## src/itcd_params.svh

```systemverilog
// constants for the interrupt trigger select and clock detect register bank
// assumes a 100 MHz system clock and a byte-wide indexed register port
`ifndef ITCD_PARAMS_SVH
`define ITCD_PARAMS_SVH

// register indices on the configuration port
`define ITCD_OFS_STRAP 8'h3C
`define ITCD_OFS_TRIG_LOW 8'h3D
`define ITCD_OFS_TRIG_HIGH 8'h3E
`define ITCD_OFS_CLK_DET 8'h3F

// field positions
`define ITCD_SCHEME_BIT 5
`define ITCD_VALID_BIT 7
`define ITCD_STRAP_ALT_BIT 1

// reset values and the frequency saturation value
`define ITCD_TRIG_LOW_RST 8'h00
`define ITCD_TRIG_HIGH_RST 8'h00
`define ITCD_FREQ_RST 7'h00
`define ITCD_FREQ_SAT 7'h7F

// measurement gate: a 1000 ns window counts edges directly in MHz
`define ITCD_CLK_MHZ 100
`define ITCD_GATE_NS 1000
`define ITCD_GATE_CYC ((`ITCD_GATE_NS * `ITCD_CLK_MHZ) / 1000)

`endif

```

## src/itcd_pkg.sv

```systemverilog
// types shared by the trigger select and clock detect register bank
// assumes itcd_params.svh supplies all numeric constants
package itcd_pkg;

    typedef logic [7:0] itcd_byte_t;
    typedef logic [6:0] itcd_freq_t;

    // measurement tracking: waiting for a first window, holding one
    // candidate, or locked onto a stable reading
    typedef enum logic [2:0] {
        MS_IDLE = 3'b001,
        MS_PEND = 3'b010,
        MS_LOCK = 3'b100
    } itcd_meas_e;

endpackage

```

## src/itcd_clk_meter.sv

```systemverilog
// gated edge counter for the cpu bus clock
// assumes cpu_clk_i is sampled as a synchronous input; clocks above half
// the system rate alias and are not measured correctly
`timescale 1ns/100ps
`include "itcd_params.svh"

module itcd_clk_meter
    import itcd_pkg::*;
#(
    parameter int GATE_CYC = `ITCD_GATE_CYC
) (
    input wire logic clk_i,          // system clock
    input wire logic rst_n_i,        // synchronous reset, active low
    input wire logic cpu_clk_i,      // sampled cpu bus clock
    output itcd_freq_t count_o,      // edges in last window, MHz
    output logic done_o              // one-cycle pulse, window closed
);

    localparam int GW = $clog2(GATE_CYC + 1);

    logic prev_q;
    logic [GW-1:0] gate_q;
    itcd_freq_t edges_q;
    itcd_freq_t count_q;
    logic done_q;

    wire rise = cpu_clk_i & ~prev_q;
    wire gate_end = (gate_q == GW'(GATE_CYC - 1));
    // saturate rather than wrap so a fast clock never reads as slow
    wire at_sat = (edges_q == `ITCD_FREQ_SAT);
    wire itcd_freq_t edges_inc = at_sat ? edges_q : edges_q + 7'h01;

    always_ff @(posedge clk_i) begin
        if (!rst_n_i) begin
            prev_q <= 1'b0;
            gate_q <= '0;
            edges_q <= `ITCD_FREQ_RST;
            count_q <= `ITCD_FREQ_RST;
            done_q <= 1'b0;
        end else begin
            prev_q <= cpu_clk_i;
            done_q <= gate_end;
            if (gate_end) begin
                gate_q <= '0;
                count_q <= rise ? edges_inc : edges_q;
                edges_q <= `ITCD_FREQ_RST;
            end else begin
                gate_q <= gate_q + GW'(1);
                if (rise) begin
                    edges_q <= edges_inc;
                end
            end
        end
    end

    assign count_o = count_q;
    assign done_o = done_q;

endmodule

```

## src/itcd_regs.sv

```systemverilog
// interrupt trigger select and clock detect register bank
// Summary of operation
// - low register bits 7 and 6 pick edge or level for lines 0 and 1
// - low register bits 4 down to 0 pick edge or level for lines 3 to 7
// - low register bit 5 picks common sensing or the per-line selection
// - high register bits 7 down to 0 pick edge or level for lines 8 to 15
// - clock detect bit 7 flags the frequency field valid, zero after reset
// - clock detect bits 6 to 0 hold bus clock frequency in whole MHz
// - software writes never change the frequency field or valid flag
// - status bits 3, 2 and 0 show strap lines 3, 2 and 0
// - strap line 1 is caught at reset, shown in bit 1, picks pin function
// assumes a byte port: address, write data, write strobe, read strobe,
// read data in the cycle after the read strobe; inputs synchronous to clk_i
`timescale 1ns/100ps
`include "itcd_params.svh"

module itcd_regs
    import itcd_pkg::*;
#(
    parameter int GATE_CYC = `ITCD_GATE_CYC
) (
    input wire logic clk_i,              // system clock, 100 MHz
    input wire logic rst_n_i,            // synchronous reset, active low
    input wire logic [7:0] addr_i,       // register index
    input wire logic [7:0] wdata_i,      // write data
    input wire logic wr_i,               // write strobe, one cycle
    input wire logic rd_i,               // read strobe, one cycle
    output itcd_byte_t rdata_o,          // read data, cycle after rd_i
    input wire logic cpu_clk_i,          // cpu bus clock to measure
    input wire logic [3:0] strap_line_i, // mode strap lines 3..0
    input wire logic common_level_i,     // common level bit of peripheral core
    output logic [15:0] irq_level_o,     // 1 = line sensed by level
    output logic per_line_mode_o,        // 1 = per-line selection in force
    output logic alt_pin_func_o,         // latched strap line 1
    output itcd_freq_t freq_mhz_o,       // committed frequency
    output logic freq_valid_o            // committed valid flag
);

    // ---------------------------------------------------------------
    // decode of the byte port
    // ---------------------------------------------------------------
    wire hit_strap = (addr_i == `ITCD_OFS_STRAP);
    wire hit_low = (addr_i == `ITCD_OFS_TRIG_LOW);
    wire hit_high = (addr_i == `ITCD_OFS_TRIG_HIGH);
    wire hit_clk = (addr_i == `ITCD_OFS_CLK_DET);

    wire wr_low = wr_i & hit_low;
    wire wr_high = wr_i & hit_high;
    // writes to the clock detect or strap index are accepted and dropped
    wire wr_ignored = wr_i & (hit_clk | hit_strap);

    // ---------------------------------------------------------------
    // trigger select registers
    // ---------------------------------------------------------------
    itcd_byte_t trig_low_q;
    itcd_byte_t trig_high_q;

    always_ff @(posedge clk_i) begin
        if (!rst_n_i) begin
            trig_low_q <= `ITCD_TRIG_LOW_RST;
        end else if (wr_low) begin
            trig_low_q <= wdata_i;
        end
    end

    always_ff @(posedge clk_i) begin
        if (!rst_n_i) begin
            trig_high_q <= `ITCD_TRIG_HIGH_RST;
        end else if (wr_high) begin
            trig_high_q <= wdata_i;
        end
    end

    wire scheme_sel = trig_low_q[`ITCD_SCHEME_BIT];

    // per-line select bit for line n; line 2 has no bit of its own and
    // reports the common setting so the cascade input is never split off
    function automatic logic line_sel(input itcd_byte_t lo,
                                      input itcd_byte_t hi,
                                      input int unsigned n,
                                      input logic common);
        logic r;
        r = common;
        if (n == 0) begin
            r = lo[7];
        end else if (n == 1) begin
            r = lo[6];
        end else if (n == 2) begin
            r = common;
        end else if (n <= 7) begin
            r = lo[7 - n];
        end else if (n <= 15) begin
            r = hi[15 - n];
        end
        return r;
    endfunction

    logic [15:0] level_d;

    // common mode: every line follows the peripheral core bit; per-line
    // mode: each line but line 2 follows its own select bit
    always_comb begin
        level_d = '0;
        for (int unsigned n = 0; n < 16; n++) begin
            if (scheme_sel) begin
                level_d[n] = line_sel(trig_low_q, trig_high_q, n,
                                      common_level_i);
            end else begin
                level_d[n] = common_level_i;
            end
        end
    end

    logic [15:0] irq_level_q;
    logic per_line_q;

    always_ff @(posedge clk_i) begin
        if (!rst_n_i) begin
            irq_level_q <= '0;
            per_line_q <= 1'b0;
        end else begin
            irq_level_q <= level_d;
            per_line_q <= scheme_sel;
        end
    end

    // ---------------------------------------------------------------
    // strap lines
    // ---------------------------------------------------------------
    logic [3:0] strap_q;
    logic strap1_q;

    // strap line 1 is taken while reset is held, so the last sample before
    // release sticks; later movement of the pin is not seen
    always_ff @(posedge clk_i) begin
        if (!rst_n_i) begin
            strap1_q <= strap_line_i[`ITCD_STRAP_ALT_BIT];
        end
    end

    always_ff @(posedge clk_i) begin
        if (!rst_n_i) begin
            strap_q <= 4'h0;
        end else begin
            strap_q <= strap_line_i;
        end
    end

    wire itcd_byte_t strap_view = {4'h0, strap_q[3], strap_q[2],
                                   strap1_q, strap_q[0]};

    // ---------------------------------------------------------------
    // clock measurement
    // ---------------------------------------------------------------
    itcd_freq_t meas_count;
    logic meas_done;

    itcd_clk_meter #(
        .GATE_CYC(GATE_CYC)
    ) u_meter (
        .clk_i(clk_i),
        .rst_n_i(rst_n_i),
        .cpu_clk_i(cpu_clk_i),
        .count_o(meas_count),
        .done_o(meas_done)
    );

    // a reading is committed only once two windows in a row agree within
    // one count, which hides the +-1 edge jitter of an unaligned gate
    // at the cost of one extra window of latency after a change
    itcd_meas_e meas_state_q;
    itcd_meas_e meas_state_d;
    itcd_freq_t cand_q;
    itcd_freq_t cand_d;
    itcd_freq_t freq_q;
    itcd_freq_t freq_d;
    logic valid_q;
    logic valid_d;

    function automatic logic near_eq(input itcd_freq_t a,
                                     input itcd_freq_t b);
        logic [7:0] diff;
        diff = (a >= b) ? {1'b0, a} - {1'b0, b} : {1'b0, b} - {1'b0, a};
        return diff <= 8'h01;
    endfunction

    wire agree = near_eq(meas_count, cand_q);
    wire stable = near_eq(meas_count, freq_q);

    always_comb begin
        meas_state_d = meas_state_q;
        cand_d = cand_q;
        freq_d = freq_q;
        valid_d = valid_q;
        case (meas_state_q)
            MS_IDLE: begin
                if (meas_done) begin
                    cand_d = meas_count;
                    meas_state_d = MS_PEND;
                end
            end
            MS_PEND: begin
                if (meas_done) begin
                    if (agree) begin
                        freq_d = meas_count;
                        valid_d = (meas_count != `ITCD_FREQ_RST);
                        meas_state_d = MS_LOCK;
                    end
                    cand_d = meas_count;
                end
            end
            MS_LOCK: begin
                if (meas_done) begin
                    if (stable) begin
                        freq_d = meas_count;
                        valid_d = (meas_count != `ITCD_FREQ_RST);
                    end else begin
                        // clock moved: hold the old value until it settles
                        cand_d = meas_count;
                        meas_state_d = MS_PEND;
                    end
                end
            end
            default: begin
                meas_state_d = MS_IDLE;
                cand_d = `ITCD_FREQ_RST;
                freq_d = `ITCD_FREQ_RST;
                valid_d = 1'b0;
            end
        endcase
    end

    // no bus path reaches these registers
    always_ff @(posedge clk_i) begin
        if (!rst_n_i) begin
            meas_state_q <= MS_IDLE;
            cand_q <= `ITCD_FREQ_RST;
            freq_q <= `ITCD_FREQ_RST;
            valid_q <= 1'b0;
        end else begin
            meas_state_q <= meas_state_d;
            cand_q <= cand_d;
            freq_q <= freq_d;
            valid_q <= valid_d;
        end
    end

    wire itcd_byte_t clk_view = {valid_q, freq_q};

    // ---------------------------------------------------------------
    // read path
    // ---------------------------------------------------------------
    // unmapped indices read as zero; data stands for one cycle only
    itcd_byte_t rd_mux;

    always_comb begin
        rd_mux = 8'h00;
        if (hit_low) begin
            rd_mux = trig_low_q;
        end else if (hit_high) begin
            rd_mux = trig_high_q;
        end else if (hit_clk) begin
            rd_mux = clk_view;
        end else if (hit_strap) begin
            rd_mux = strap_view;
        end
    end

    itcd_byte_t rdata_q;

    always_ff @(posedge clk_i) begin
        if (!rst_n_i) begin
            rdata_q <= 8'h00;
        end else if (rd_i) begin
            rdata_q <= rd_mux;
        end else begin
            rdata_q <= 8'h00;
        end
    end

    // ---------------------------------------------------------------
    // outputs
    // ---------------------------------------------------------------
    logic alt_q;
    itcd_freq_t freq_out_q;
    logic valid_out_q;

    always_ff @(posedge clk_i) begin
        if (!rst_n_i) begin
            alt_q <= 1'b0;
            freq_out_q <= `ITCD_FREQ_RST;
            valid_out_q <= 1'b0;
        end else begin
            alt_q <= strap1_q;
            freq_out_q <= freq_q;
            valid_out_q <= valid_q;
        end
    end

    assign rdata_o = rdata_q;
    assign irq_level_o = irq_level_q;
    assign per_line_mode_o = per_line_q;
    assign alt_pin_func_o = alt_q;
    assign freq_mhz_o = freq_out_q;
    assign freq_valid_o = valid_out_q;

    // wr_ignored only documents the dropped accesses
    logic unused_ok;
    assign unused_ok = wr_ignored;

endmodule

```

## config.mk

```make
export PLATFORM = sky130hd
export DESIGN_NAME = itcd_regs
export DESIGN_NICKNAME = d
export VERILOG_FILES = /design/src/itcd_pkg.sv /design/src/itcd_clk_meter.sv /design/src/itcd_regs.sv
export VERILOG_INCLUDE_DIRS = /design/src /design/src/src
export SDC_FILE = /design/constraint.sdc
export NUM_CORES = 1
export LEC_CHECK = 0
export BUFFER_PORTS_ARGS = -buffer_cell sky130_fd_sc_hd__buf_2
export CAP_MARGIN = 40
export CORE_MARGIN = 2
export CORE_UTILIZATION = 62
export CTS_CLUSTER_SIZE = 10
export DETAILED_ROUTE_END_ITERATION = 8
export PLACE_DENSITY_LB_ADDON = 0.2
export SLEW_MARGIN = 20
export SYNTH_ARGS = -nofsm -noshare
export SYNTH_HDL_FRONTEND = slang
export SYNTH_SLANG_ARGS = --single-unit
export TNS_END_PERCENT = 10
```

## constraint.sdc

```tcl
create_clock -name clk_i -period 6.15 [get_ports clk_i]
set_clock_uncertainty 0.2 [all_clocks]
set_input_delay 0.3075 -clock clk_i [delete_from_list [all_inputs] [get_ports clk_i]]
set_output_delay 0.3075 -clock clk_i [all_outputs]
set_load 0.01 [all_outputs]
```

== Yosys cells after proc, flatten, opt, wreduce, memory -nomap -nowiden ==
Index checks and enable logic that the tools add are counted.

* Add/sub/neg operators: 6
* Magnitude comparators: 4
* Equality and inequality tests: 16
* Muxes and demuxes: 43
* Bitwise gates (word level): 6
* Reductions and logical operators: 7

{| class="wikitable"
|+ Operator list
! kind !! count
|-
| two-way mux 7 bit || 9
|-
| two-way mux 8 bit || 5
|-
| == test 8 x 6 -> 1 bit, second input constant || 4
|-
| subtractor 7 x 7 -> 8 bit || 4
|-
| one-hot mux 7 bit (3 select lines) || 1
|-
| two-way mux 1 bit || 19
|-
| less-or-equal comparator 8 x 1 -> 1 bit, second input constant || 2
|-
| two-way mux 3 bit || 5
|-
| adder 7 x 1 -> 7 bit, second input constant || 2
|-
| == test 7 bit, second input constant || 2
|-
| >= comparator 7 bit || 2
|-
| one-hot mux 7 bit (2 select lines) || 1
|-
| AND reduction 5 bit || 2
|-
| one-hot mux 3 bit (3 select lines) || 1
|-
| inequality test 2 x 1 -> 1 bit, second input constant || 4
|-
| nonzero test 7 bit || 1
|-
| inequality test 2 bit, second input constant || 3
|-
| two-way mux 4 bit || 1
|-
| OR reduction 2 bit || 2
|-
| bitwise AND 1 bit || 3
|-
| == test 3 x 1 -> 1 bit, second input constant || 1
|-
| == test 3 x 2 -> 1 bit, second input constant || 1
|-
| == test 3 bit, second input constant || 1
|-
| NOT 1 bit || 3
|-
| other kinds (3) || 3
|}

* Register bits: 96
* Bits of input ports: 26
* Output and inout bits: 34
* Logic and storage cells: 101

== Depth between registers and ports, before layout ==
* Depth in word-level cells: 6
* Mapped depth: 13
* Depth with buffers taken out: 12

== By module ==
A second synthesis with hierarchy kept.

* Cells, all modules: 531
* Area, all modules: 4827.1 um2

{| class="wikitable"
|+ Modules (own cells, without submodules)
! module !! times used !! cells each !! area each (um2) !! sequential area each (um2)
|-
| itcd_regs || 1 || 434 || 3900.0 || 1451.4
|-
| itcd_clk_meter || 1 || 97 || 927.1 || 460.4
|}

== Worst setup path after synthesis ==
Ideal clock, no wire load.

* Kind: register to register
* Start point: reg u_meter.count_q[5] (netlist: u_meter.count_o[5])
* End point: reg freq_q[0]
* Setup time: 0.092 ns
* Arrival time: 2.619 ns
* Required time: 5.858 ns
* Setup slack: 3.239 ns
* Cell stages (with the launch flop): 12
* Path buffers: 1
* Period minus slack after synthesis: 2.911 ns
* Cells stage by stage: dfxtp_1 inv_1 ha_1 buf_6 a21o_1 a21o_1 o32ai_1 xor2_1 a2111oi_4 nand4_2 a211o_1 o32ai_1

* Cells in the longest elaborated chain, start to end: 5
* Elaborated cells on any way between the ends: 13
* Classes of those cells: add/sub (4); order compare (4); eq/ne (2); mux (2); reduce/logical (1)

{| class="wikitable"
|+ Ends and longest elaborated chain
! element !! line !! source
|-
| start: declaration || itcd_clk_meter.sv:24 || <nowiki>itcd_freq_t count_q;</nowiki>
|-
| start signal: assignment || itcd_clk_meter.sv:38 || <nowiki>count_q <= `ITCD_FREQ_RST;</nowiki>
|-
| start signal: assignment || itcd_clk_meter.sv:45 || <nowiki>count_q <= rise ? edges_inc : edges_q;</nowiki>
|-
| subtractor 7 x 7 -> 8 bit / >= comparator 7 bit (equally long branches) || itcd_regs.sv:183 || <nowiki>diff = (a >= b) ? {1'b0, a} - {1'b0, b} : {1'b0, b} - {1'b0, a};</nowiki>
|-
| two-way mux 8 bit || itcd_regs.sv:183 ||
|-
| less-or-equal comparator 8 x 1 -> 1 bit || itcd_regs.sv:184 || <nowiki>return diff <= 8'h01;</nowiki>
|-
| inequality test 2 bit (no line) || - ||
|-
| AND reduction 5 bit (no line) (*) || - ||
|-
| end signal: assignment || itcd_regs.sv:238 || <nowiki>freq_q <= `ITCD_FREQ_RST;</nowiki>
|-
| end signal: assignment || itcd_regs.sv:243 || <nowiki>freq_q <= freq_d;</nowiki>
|-
| end: declaration || itcd_regs.sv:175 || <nowiki>itcd_freq_t freq_q;</nowiki>
|}

Every way passes the cells marked *; elsewhere a longest branch is shown, timed or not.
A chain may end at the register's enable or synchronous reset.

== Final worst setup path ==
* Start point: reg u_meter.count_q[3] (netlist: u_meter.count_o[3])
* End point: reg freq_q[4]

The elaborated chain is that of the path after synthesis.

==> flow_summary.yaml <==
run_status:
  status: "completed"
detailed_routing:
  drt_pre_antenna_iters: 5
  vias_per_cell: 5.858
  wl_per_cell_um: 16.45
  routed_wl_um: 11090
  drc: 0
  vias: 3948
  ant_nets: 0
  initialDrtViolationCount: 197
setup_path:
  critPathRequiredTime_ns: 6.18
  path_class: "reg2reg"
  endpoint_kind: "register"
  path_delay_family: "compound AO/OA/AOI/OAI gates"
  path_max_fanout: 11
  arrival_ns: 3.59
  startpoint_type: "register"
  crit_slowest_cell: "ha_1"
  critPathBufInv: 1
  cp_slowest_stage_delay_ns: 0.57
  path_cells: "inv_1, ha_1, nand4_1, a31oi_2, nor2_4, mux2i_1, a2111oi_4, a311oi_1, nor2_1, o32ai_1"
yosys:
  synthArstFlopShare_pct: 0
  syn_avg_cell_area_um2: 9.160
  yosysWarnings: 0
  ys_seq_elements: 95
  synthCells: 514
  synth_nets: 574
  synth_cell_types: 57
  synth_ff_type: "dfxtp_1"
  synth_edf_count: 1
  syn_area_um2: 4708
  yosysSeqAreaShare_pct: 40.61
sta:
  rsz0062_at_grt: "no"
  hold_violations: 0
  fin_tns_setup_ns: 0
  min_period_ns: 3.557
  worst_slew_pin_slew_ns: 0.5646
  maxSlewHeadroom_pct: 62.29
  fmax_mhz: 281.1
  fin_crit_sh_pct: 57.84
  report.final.slew_viol_count: 0
  setup_viol: 0
power_and_ir_drop:
  clockPowerShare_pct: 37.4
  pwr-share-comb_pct: 4.9
  switchingPower_mw: 0.2814
  power_frac_seq_pct: 57.7
  p_int_mw: 0.8129
  p_leak_nw: 2.457
  switching_share_pct: 25.72
  peakVddDrop_mv: 0.1367
  p_per_area_nw_per_um2: 205.5
  power.total_mw: 1.094
floorplan:
  fp.dieH_um: 91.15
  rows: 31
  io-pin-count: 60
  fp.dieW_um: 91.15
  dieArea_um2: 8307
  core-area_um2: 7292
  initial_core_util_pct: 64.57
finish:
  drive_gt1_share_pct: 14.09
  antenna_cells: 0
  fin_util_pct: 73.04
  layout.nets: 630
  area_growth_syn_to_layout_pct: 13.13
grt:
  grt_max_degree: 24
  antenna_found_initial: 0
  overflow: 0
  grt_pass1_vias: 3793
  grt_pass1_wl_um: 18520
  grt_util_all_layers_pct: 27.65
clocking:
  cts_tree: "built"
  cts-htree-levels: 3
  clock_sinks: 95
  clock-root-buffer: "clkbuf_8"
  clockBufferDepth: 2
  path_clk_slew_ns: 0.10
  cts_buffers: 9
  cts_resized: 0
  clk_latency_ns: 0.37
run:
  maxCapViolCount: 0
worst_hold_path:
  hold_path.class: "in2reg"
placement:
  gp_congestion: 0.9051
  dp_hpwl_um: 8225
  port_buffers: 59
-- registers in the layout, indices dropped and copies added (netlist names) --
register	flops
u_meter.prev_q	1
freq_mhz_o	7
freq_valid_o	1
trig_low_q	8
valid_q	1
meas_state_q	3
strap_q	3
rdata_o	8
irq_level_o	16
per_line_mode_o	1
alt_pin_func_o	1
u_meter.gate_q	7
u_meter.done_o	1
u_meter.count_o	7
freq_q	7
trig_high_q	8
strap1_q	1
cand_q	7
u_meter.edges_q	7
-- cell families after synthesis --
family	Yosys count	synth area share [%]
mux	35	7.468
xor+xnor	15	2.790
compound gates	116	17.86
fa+ha+maj	34	9.673
flops	95	40.61
simple gates	161	16.72
buf+inv	58	4.890
-- path summary, 6_finish.rpt --
kind / from / endpoint / slack, ns / cells after the start
setup / recovery: u_meter.count_o[3] / freq_q[4] / 2.59 / 10
hold / removal: wdata_i[7] / trig_high_q[7] / 0.005 / 3
hold reg to reg: u_meter.gate_q[0] / u_meter.gate_q[0] / 0.25 / 1
setup reg to reg: u_meter.count_o[3] / freq_q[4] / 2.59 / 10
-- repair_timing --
| item | 4_1_cts | 5_1_grt |
|---|---|---|
| hold buffers | 9 | 0 |
| buffers inserted | 0 | 0 |
| endpoints found under the setup margin | 0 | 0 |
| endpoints found under the hold margin | 9 | 0 |
-- power groups by stage --
stage | clock [mW] | sequential, mW | combinational, mW
finish | 0.409 | 0.632 | 0.0539
global route | 0.442 | 0.633 | 0.0596
CTS | 0.414 | 0.631 | 0.0539
detailed placement | 0 | 0.646 | 0.0491
global placement | 0 | 0.645 | 0.0477
floorplan | 0 | 0.648 | 0.0242
-- layer usage --
metal | vias to the layer above | GRT usage (%) | wire length, um
met5 | - | 0 | 0
met4 | 0 | 8.965 | 146
met3 | 17 | 4.896 | 733
met2 | 166 | 46.60 | 5307
met1 | 1846 | 36.01 | 4901
li1 | 1919 | - | -
-- through the flow --
step	setup slack [ns]	std cells	cell area, um^2	hold slack (ns)
after floorplan	3.239	514	4708	0.2064
after global placement	2.820	648	5029	0.2265
after detailed placement	2.701	649	5036	0.2343
after CTS	2.651	674	5326	0.002273
after global routing	2.359	674	5326	0.01042
final	2.593	674	5326	0.005149
-- final cells by class --
| cell class | count | area [um^2] |
|---|---|---|
| fillers | 540 | 1966 |
| inverters | 33 | 123.9 |
| multi-input cells | 361 | 2566 |
| well taps | 99 | 123.9 |
| clock buffers | 9 | 123.9 |
| repair buffers | 70 | 400.4 |
| flip-flops and latches | 95 | 1912 |
| clock inverters | 7 | 76.32 |
-- synth_stat cells, types with 2 or more instances --
master | number | share of area [%]
mux2i_1 | 34 | 7.2
xor2_1 | 8 | 1.5
o21ai_1 | 3 | 0.32
ha_1 | 30 | 8.0
o21a_1 | 2 | 0.32
fa_1 | 4 | 1.7
o211ai_1 | 3 | 0.48
nand2_1 | 16 | 1.3
a31oi_1 | 4 | 0.53
and3_1 | 8 | 1.1
buf_2 | 4 | 0.43
nand4_1 | 4 | 0.53
xnor2_1 | 7 | 1.3
dfxtp_1 | 94 | 40
a311oi_1 | 3 | 0.56
nand2b_1 | 12 | 1.6
nor2b_1 | 2 | 0.27
o21bai_1 | 2 | 0.32
nor2_1 | 77 | 6.1
clkbuf_1 | 19 | 1.5
inv_1 | 33 | 2.6
o32ai_1 | 8 | 1.5
o21ai_0 | 6 | 0.64
o311ai_1 | 2 | 0.37
nand3b_1 | 6 | 0.96
nor3_1 | 6 | 0.64
nor3b_1 | 2 | 0.32
nand3_1 | 8 | 0.85
a211oi_1 | 9 | 1.4
a21o_1 | 26 | 4.1
a211o_1 | 3 | 0.56
a2111oi_0 | 4 | 0.74
and2_1 | 8 | 1.1
nor4_1 | 7 | 0.93
a21oi_1 | 28 | 3.0
-- layout by cell type (no fill, tap or decap), types with 3 or more instances in the layout --
cell type       n
dfxtp_1        94
nor2_1         77
buf_2          59
mux2i_1        34
inv_1          33
ha_1           30
a21oi_1        28
a21o_1         26
nand2_1        16
nand2b_1       12
a211oi_1        9
clkbuf_8        9
dlygate4sd3_1   9
and2_1          8
and3_1          8
nand3_1         8
xor2_1          8
o32ai_1         8
nor4_1          7
xnor2_1         7
nand3b_1        6
o21ai_0         6
nor3_1          6
nand4_1         4
a31oi_1         4
a2111oi_0       4
fa_1            4
inv_8           4
a311oi_1        3
o21ai_1         3
o211ai_1        3
a211o_1         3
-- tightest hold or removal path: stages --
cell	delay, ns
buf_2	0.09
mux2i_1	0.06
nor2_1	0.08
(Power assumes the default switching activity.)
